### config.mk
export PLATFORM = sky130hd
export DESIGN_NAME = timer_irq_enable_set_clear
export DESIGN_NICKNAME = d
export VERILOG_FILES = /design/src/include/irq_enable_pkg.sv /design/src/rtl/timer_irq_enable_set_clear.sv /design/src/rtl/irq_sticky_bit.sv /design/src/rtl/irq_mask_bit.sv
export SDC_FILE = /design/constraint.sdc
export NUM_CORES = 1
export LEC_CHECK = 0
export BUFFER_PORTS_ARGS = -buffer_cell sky130_fd_sc_hd__buf_2
export CORE_MARGIN = 5
export CORE_UTILIZATION = 46
export DETAILED_ROUTE_END_ITERATION = 10
export GPL_TIMING_DRIVEN = 0
export PLACE_DENSITY = 0.85
export RECOVER_POWER = 100
export SLEW_MARGIN = 20
export SYNTH_ARGS = -nofsm -noshare
export SYNTH_HDL_FRONTEND = slang
export SYNTH_SLANG_ARGS = --single-unit
export TNS_END_PERCENT = 1
### constraint.sdc
create_clock -name ref_clk_i -period 2 [get_ports ref_clk_i]
set_input_delay 0.3 -clock ref_clk_i [delete_from_list [all_inputs] [get_ports ref_clk_i]]
set_output_delay 0.3 -clock ref_clk_i [all_outputs]
set_load 0.01 [all_outputs]
### src/include/irq_enable_pkg.sv
/*
 * Package for the timer interrupt-enable register bank: offsets, masks,
 * bit positions, bus carrier structs.
 * Assumes a 32-bit register port with byte addresses.
 */
package irq_enable_pkg;
    // ==========================================================
    // widths
    localparam int unsigned ADDR_W = 8;
    localparam int unsigned DATA_W = 32;
    localparam int unsigned MASK_W = 20;
    localparam int unsigned MC_NUM = 4;

    // ==========================================================
    // register offsets
    localparam logic [7:0] OFFS_ENABLE_CLEAR = 8'h24;
    localparam logic [7:0] OFFS_ENABLE_SET = 8'h28;
    localparam logic [7:0] OFFS_FLAG_STATUS = 8'h2c;
    localparam logic [7:0] OFFS_WRITE_PROTECT = 8'h40;

    // ==========================================================
    // field positions
    localparam int unsigned BIT_OVERFLOW = 0;
    localparam int unsigned BIT_RETRIGGER = 1;
    localparam int unsigned BIT_COUNTER = 2;
    localparam int unsigned BIT_ERROR = 3;
    localparam int unsigned BIT_DEBUG_FAULT = 11;
    localparam int unsigned BIT_SOFT_FAULT_A = 12;
    localparam int unsigned BIT_SOFT_FAULT_B = 13;
    localparam int unsigned BIT_HARD_FAULT_ZERO = 14;
    localparam int unsigned BIT_HARD_FAULT_ONE = 15;
    localparam int unsigned BIT_MC_LSB = 16;

    // implemented bits: 19:11 and 3:0, everything else reads zero
    localparam logic [31:0] IMPL_MASK = 32'h000f_f80f;
    localparam logic [19:0] MASK_RESET = 20'h0_0000;
    localparam logic [31:0] READ_UNMAPPED = 32'h0000_0000;
    localparam logic WP_RESET = 1'b0;
    localparam int unsigned WP_BIT = 0;

    // ==========================================================
    // carriers
    typedef struct packed {
        logic wr;
        logic rd;
        logic [7:0] addr;
        logic [31:0] wdata;
    } reg_req_t;

    typedef struct packed {
        logic [19:0] set_bits;
        logic [19:0] clr_bits;
    } mask_upd_t;
endpackage : irq_enable_pkg

### src/rtl/timer_irq_enable_set_clear.sv
/*
 * Interrupt-enable mask of a control timer, reached through a clear port
 * and a set port, with sticky flags, write protection and one irq line.
 * Assumes a plain register port: one-cycle strobes, read data next cycle.
 */
// The implementer's own choice: the strobed register port.
// What this block does
// - one mask, seen and changed through both clear and set ports
// - single write changes selected bits; others keep their value
// - reserved bits 31:20 and 10:4 read zero, hold nothing
// - writing zero to any enable bit leaves it unchanged
// - reads return one per enabled source, zero per disabled
// - clear port bits 19:16 disable channel match/capture irqs
// - set port bits 19:16 enable channel match/capture irqs
// - clear port bits 15,14 disable hard faults one and zero
// - set port bits 15,14 enable hard faults one and zero
// - clear port bits 13,12 disable soft faults b and a
// - set port bits 13,12 enable soft faults b and a
// - clear port bit 11 disables debug fault state irq
// - set port bit 11 enables debug fault state irq
// - clear port bits 3..0 disable error, counter, retrigger, overflow
// - set port bits 3..0 enable error, counter, retrigger, overflow
`timescale 1ns/100ps
`default_nettype none
module timer_irq_enable_set_clear #(
    parameter int unsigned MC_NUM = irq_enable_pkg::MC_NUM // channels
) (
    input wire logic ref_clk_i,          // 40 MHz clock
    input wire logic rstn_i,             // async reset, low
    input wire logic [7:0] addr_i,       // register byte address
    input wire logic [31:0] wdata_i,     // write data
    input wire logic wr_i,               // write strobe
    input wire logic rd_i,               // read strobe
    output logic [31:0] rdata_o,         // read data, cycle after rd_i
    input wire logic [MC_NUM-1:0] mc_evt_i, // channel match/capture pulses
    input wire logic hard_fault_one_evt_i,  // hard fault one pulse
    input wire logic hard_fault_zero_evt_i, // hard fault zero pulse
    input wire logic soft_fault_b_evt_i,    // soft fault b pulse
    input wire logic soft_fault_a_evt_i,    // soft fault a pulse
    input wire logic debug_fault_evt_i,     // debug fault state pulse
    input wire logic error_evt_i,           // capture lost pulse
    input wire logic counter_evt_i,         // counter cycle pulse
    input wire logic retrigger_evt_i,       // retrigger pulse
    input wire logic overflow_evt_i,        // overflow pulse
    output logic [19:0] irq_enable_o,       // current mask
    output logic irq_o                      // level interrupt
);
    // ==========================================================
    // request decode
    irq_enable_pkg::reg_req_t req;
    irq_enable_pkg::mask_upd_t upd;
    logic wr_clr;
    logic wr_set;
    logic wr_wp;
    logic rd_flag;
    logic wp_q;
    logic [31:0] rdata_d;
    logic [31:0] evt_word;
    logic [19:0] evt_bits;
    logic [19:0] flag_q;
    logic [19:0] mask_q;
    logic [19:0] impl_bits;

    assign req.wr = wr_i;
    assign req.rd = rd_i;
    assign req.addr = addr_i;
    assign req.wdata = wdata_i;
    assign impl_bits = irq_enable_pkg::IMPL_MASK[19:0];

    always_comb begin
        wr_clr = 1'b0;
        wr_set = 1'b0;
        wr_wp = 1'b0;
        if (req.wr && req.addr == irq_enable_pkg::OFFS_ENABLE_CLEAR) begin
            wr_clr = ~wp_q;
        end else if (req.wr &&
                     req.addr == irq_enable_pkg::OFFS_ENABLE_SET) begin
            wr_set = ~wp_q;
        end else if (req.wr &&
                     req.addr == irq_enable_pkg::OFFS_WRITE_PROTECT) begin
            wr_wp = 1'b1;
        end
    end

    // only ones select bits; reserved positions are masked off, so stray
    // ones there cannot create state
    assign upd.clr_bits = wr_clr ? (req.wdata[19:0] & impl_bits)
                                 : 20'h0_0000;
    assign upd.set_bits = wr_set ? (req.wdata[19:0] & impl_bits)
                                 : 20'h0_0000;

    // ==========================================================
    // write protection
    always_ff @(posedge ref_clk_i or negedge rstn_i) begin
        if (!rstn_i) begin
            wp_q <= irq_enable_pkg::WP_RESET;
        end else if (wr_wp) begin
            wp_q <= req.wdata[irq_enable_pkg::WP_BIT];
        end
    end

    // ==========================================================
    // shared mask, one cell per implemented bit
    genvar gi;
    generate
        for (gi = 0; gi < irq_enable_pkg::MASK_W; gi++) begin : g_bits
            if (irq_enable_pkg::IMPL_MASK[gi]) begin : g_impl
                irq_mask_bit u_mask (
                    .ref_clk_i(ref_clk_i),
                    .rstn_i(rstn_i),
                    .set_i(upd.set_bits[gi]),
                    .clr_i(upd.clr_bits[gi]),
                    .q_o(mask_q[gi])
                );
                irq_sticky_bit u_flag (
                    .ref_clk_i(ref_clk_i),
                    .rstn_i(rstn_i),
                    .set_i(evt_bits[gi]),
                    .clr_i(rd_flag),
                    .q_o(flag_q[gi])
                );
            end else begin : g_rsvd
                assign mask_q[gi] = 1'b0;
                assign flag_q[gi] = 1'b0;
            end
        end
    endgenerate
    // bit cells cover 11 (debug) 3..0 via the same path

    // ==========================================================
    // event mapping
    always_comb begin
        evt_word = 32'h0000_0000;
        evt_word[irq_enable_pkg::BIT_MC_LSB +: MC_NUM] = mc_evt_i;
        evt_word[irq_enable_pkg::BIT_HARD_FAULT_ONE] = hard_fault_one_evt_i;
        evt_word[irq_enable_pkg::BIT_HARD_FAULT_ZERO] = hard_fault_zero_evt_i;
        evt_word[irq_enable_pkg::BIT_SOFT_FAULT_B] = soft_fault_b_evt_i;
        evt_word[irq_enable_pkg::BIT_SOFT_FAULT_A] = soft_fault_a_evt_i;
        evt_word[irq_enable_pkg::BIT_DEBUG_FAULT] = debug_fault_evt_i;
        evt_word[irq_enable_pkg::BIT_ERROR] = error_evt_i;
        evt_word[irq_enable_pkg::BIT_COUNTER] = counter_evt_i;
        evt_word[irq_enable_pkg::BIT_RETRIGGER] = retrigger_evt_i;
        evt_word[irq_enable_pkg::BIT_OVERFLOW] = overflow_evt_i;
    end
    assign evt_bits = evt_word[19:0] & impl_bits;

    assign rd_flag = req.rd && req.addr == irq_enable_pkg::OFFS_FLAG_STATUS;

    // ==========================================================
    // read path
    always_comb begin
        rdata_d = irq_enable_pkg::READ_UNMAPPED;
        if (req.addr == irq_enable_pkg::OFFS_ENABLE_CLEAR) begin
            rdata_d = {12'h000, mask_q};
        end else if (req.addr == irq_enable_pkg::OFFS_ENABLE_SET) begin
            rdata_d = {12'h000, mask_q};
        end else if (req.addr == irq_enable_pkg::OFFS_FLAG_STATUS) begin
            rdata_d = {12'h000, flag_q};
        end else if (req.addr == irq_enable_pkg::OFFS_WRITE_PROTECT) begin
            rdata_d = {31'h0000_0000, wp_q};
        end
    end

    // data stands only in the cycle after the read strobe
    always_ff @(posedge ref_clk_i or negedge rstn_i) begin
        if (!rstn_i) begin
            rdata_o <= 32'h0000_0000;
        end else if (req.rd) begin
            rdata_o <= rdata_d;
        end else begin
            rdata_o <= 32'h0000_0000;
        end
    end

    // ==========================================================
    // outputs
    assign irq_enable_o = mask_q;
    assign irq_o = |(flag_q & mask_q);
endmodule : timer_irq_enable_set_clear
`default_nettype wire

### src/rtl/irq_sticky_bit.sv
/*
 * One sticky status bit: hardware set beats read-clear.
 * Assumes a single clock and active-low asynchronous reset.
 */
`timescale 1ns/100ps
`default_nettype none
module irq_sticky_bit (
    input wire logic ref_clk_i, // clock
    input wire logic rstn_i,    // async reset, low
    input wire logic set_i,     // event pulse
    input wire logic clr_i,     // clear on read
    output logic q_o            // sticky state
);
    always_ff @(posedge ref_clk_i or negedge rstn_i) begin
        if (!rstn_i) begin
            q_o <= 1'b0;
        end else if (set_i) begin
            q_o <= 1'b1;
        end else if (clr_i) begin
            q_o <= 1'b0;
        end
    end
endmodule : irq_sticky_bit
`default_nettype wire

### src/rtl/irq_mask_bit.sv
/*
 * One enable bit of the shared mask, with set and clear strobes.
 * Assumes set and clear come from separate ports, never both high.
 */
`timescale 1ns/100ps
`default_nettype none
module irq_mask_bit (
    input wire logic ref_clk_i, // clock
    input wire logic rstn_i,    // async reset, low
    input wire logic set_i,     // enable strobe
    input wire logic clr_i,     // disable strobe
    output logic q_o            // enable state
);
    always_ff @(posedge ref_clk_i or negedge rstn_i) begin
        if (!rstn_i) begin
            q_o <= 1'b0;
        end else if (set_i) begin
            q_o <= 1'b1;
        end else if (clr_i) begin
            q_o <= 1'b0;
        end
    end
endmodule : irq_mask_bit
`default_nettype wire

==> results.cfg <==
[critical_path]
crit_chain = a22o_1 -> a221oi_1 -> nand3_1 -> clkbuf_1
crit_slowest_cell = dfrtp_1
crit_path_end_kind = primary output
critPathMaxStageDelay_ns = 0.45
worstSetupPathType = reg -> out
ff2ff_path_depth = 4
cp-start-kind = flip-flop
worst-path-max-fanout = 5
required_ns = 1.70
critPathArrivalTime_ns = 1.55

[drt]
drtIter0Drc = 142
routed_via_density = 5.241
ant_nets = 0
first_pass_iters = 5
drc = 0
wl_mm = 5.509
routedWlPerCell_um = 15.43
num_vias = 1871

[placed_design]
gp_congestion = 0.8570
port_buffers = 63
dpl.hpwl_mm = 4.156
pre_cts_ws_ns = 0.1735
dpl_cell_area_um2 = 2664
place_inst = 349

[logic_synthesis]
yosysTopAreaCell = dfrtp_1
async_reset_ff_share_pct = 100.0
yosys-top-cells-area = dfrtp_1 (46%), buf_4 (13%), mux2_2 (6.2%), a21o_1 (4.5%), nand4_1 (3.7%)
yosysSeqAreaShare_pct = 45.77
ys_ff_latch = 40
netlist_top_cells_count = dfrtp_1 (40), buf_4 (39), nand2_1 (16), a21o_1 (13), nand4_1 (13)
synth_area_um2 = 2187
yosysWarnings = 0
avgSynthCellArea_um2 = 10.57
yosysMostFrequentCell = dfrtp_1
synth-edff-count = 0
ys.flop_type = dfrtp_1
synth_top_area_share_pct = 45.77
synth_cell_types = 30
syn_inst = 207

[timing]
layout_worst_path_cycle_share_pct = 92.46
clock_skew_ns = 0.009641
fin_setup_tns_ns = 0
worst_slew_pin_slew_ns = 0.9899
rsz0062_at_grt = false
hold_viol = 0
setup_viol = 0
timing.final.crit_period_ns = 1.849
report.final.slew_viol_count = 0
worst_slack_ns = 0.1508
slew_headroom_pct = 34.01
max_freq_mhz = 540.8

[grt]
met2_usage_pct = 30.90
grt.met3_usage_pct = 4.989
grt_pass1_wl_mm = 8.894
antenna_found_initial = 0
grt.busiest_layer = met2
grt_max_degree = 41
grt_util_all_layers_pct = 18.52
grt_pass1_vias = 1816
grt.met1_usage_pct = 23.54
grt-ovfl-total = 0

[power_and_ir_drop]
p_clk_share_pct = 44.8
vdd_drop_max_mv = 0.3212
p_sw_share_pct = 22.19
p_sw_mw = 0.4519
seqPwrFrac_pct = 41.5
powerDensity_nw_per_um2 = 729.3
combPwrFrac_pct = 13.8
power_mw = 2.037
intPower_mw = 1.585
p_leak_nw = 1.307

[die]
coreArea_um2 = 4661
die_height_um = 78.96
start_util_pct = 46.93
num_io_pins = 110
die_area_um2 = 6234
fp.dieW_um = 78.96
rows = 25

[cells_and_area]
final_net_count = 359
synthToLayoutAreaGrowth_pct = 27.69
n_antenna_cell = 0
final_layout_size_suffix_gt1_share_pct = 36.96
fin_cells = 357
finalInstanceArea_um2 = 2793

[clocking]
clock_tree.root_cell = clkbuf_8
cts_setup_buffers = 0
cts_buffers = 5
cts_tree = yes
cts_buffer_depth = 2
h-tree-depth = 2
cts.sinks = 40
clk_pin_slew_ns = 0.08
cts_resized = 0
postCtsHoldBufs = 0
clock_latency_ns = 0.30

[status]
status = finished, final reports clean

[hold_path]
holdCritPathClass = in -> async

[job]
cap_violations = 0
[layout make-up]
cell class                 instances  area [um^2]
buffer                            51        342.8
clock buffer                       5        68.82
clock inverter                     3        90.09
fill                             425         1868
multi-input combinational        141        925.9
sequential                        40         1001
tap                               54        67.56
timing repair buffer              63        296.5
[power by group through the flow]
stage / clock (mW) / combinational (mW) / sequential, mW
detailed placement: 0 / 0.282 / 0.860
global placement: 0 / 0.277 / 0.858
CTS: 0.922 / 0.283 / 0.844
finish: 0.911 / 0.281 / 0.844
floorplan: 0 / 0.182 / 0.852
global route: 0.949 / 0.309 / 0.847
[cell usage in the layout, fill, tap and decap left out, drive strengths merged]
cell type,n
conb,26
dfrtp,40
nand4b,1
buf,76
nor2,4
nand3b,8
a22oi,7
a221oi,1
and3b,2
a21oi,8
nand3,4
bufinv,3
nand4,14
a222oi,1
xor2,1
nor2b,2
nor4,1
a32o,8
nor3b,2
and3,1
clkbuf,43
o2bb2ai,5
a31oi,1
nand2,16
a22o,1
and2,2
mux2,12
a21o,13
[worst paths after layout]
kind                       slack, ns                           end                         start
setup / recovery                0.15                         irq_o   g_bits[3].g_impl.u_mask.q_o
hold / removal                  0.16                   rdata_o[12]                        rstn_i
setup reg to reg                0.26   g_bits[2].g_impl.u_mask.q_o                          wp_q
hold reg to reg                 0.51  g_bits[18].g_impl.u_flag.q_o  g_bits[18].g_impl.u_flag.q_o
max in group asynchronous       1.23  g_bits[19].g_impl.u_flag.q_o                        rstn_i
min in group ref_clk_i          0.18  g_bits[17].g_impl.u_flag.q_o                   mc_evt_i[1]
[through the flow]
| stage | hold WS [ns] | utilization [%] |
|---|---|---|
| final | 0.1580 | 59.92 |
| after global routing | 0.1711 | 59.92 |
| after CTS | 0.1499 | 60.56 |
| after floorplan | 0.004409 | - |
| after detailed placement | 0.4684 | 57.15 |
| after global placement | 0.4465 | 57.15 |
[metal layers]
metal / up-vias / part of all wire, %
met1: 901 / 41
li1: 881 / -
met3: 8 / 7.8
met2: 81 / 50
met5: - / 0
met4: 0 / 1.2
[logic make-up after synthesis]
| family | count (synthesis) | synth area share (%) |
|---|---|---|
| buffers and inverters | 51 | 15.90 |
| muxes | 12 | 6.179 |
| other | 1 | 0.1715 |
| DFF | 40 | 45.77 |
| AOI/OAI and AO/OA | 45 | 15.90 |
| and+or+nand+nor | 57 | 15.68 |
| xor gates and xnor gates | 1 | 0.4005 |
[sequential cells by signal, summed over array words and instances, names as in the netlist]
| name | cells |
|---|---|
| g_bits.g_impl.u_flag.q_o | 13 |
| g_bits.g_impl.u_mask.q_o | 13 |
| rdata_o | 13 |
| wp_q | 1 |
[worst max-delay path: cells and delay by family, from the launching register on]
kind                   cells  cell delay, ns
and+or+nand+nor            1            0.15
DFF                        1            0.45
AOI/OAI and AO/OA          2            0.50
buffers and inverters      1            0.15
Power figures use the tool's default switching activity.
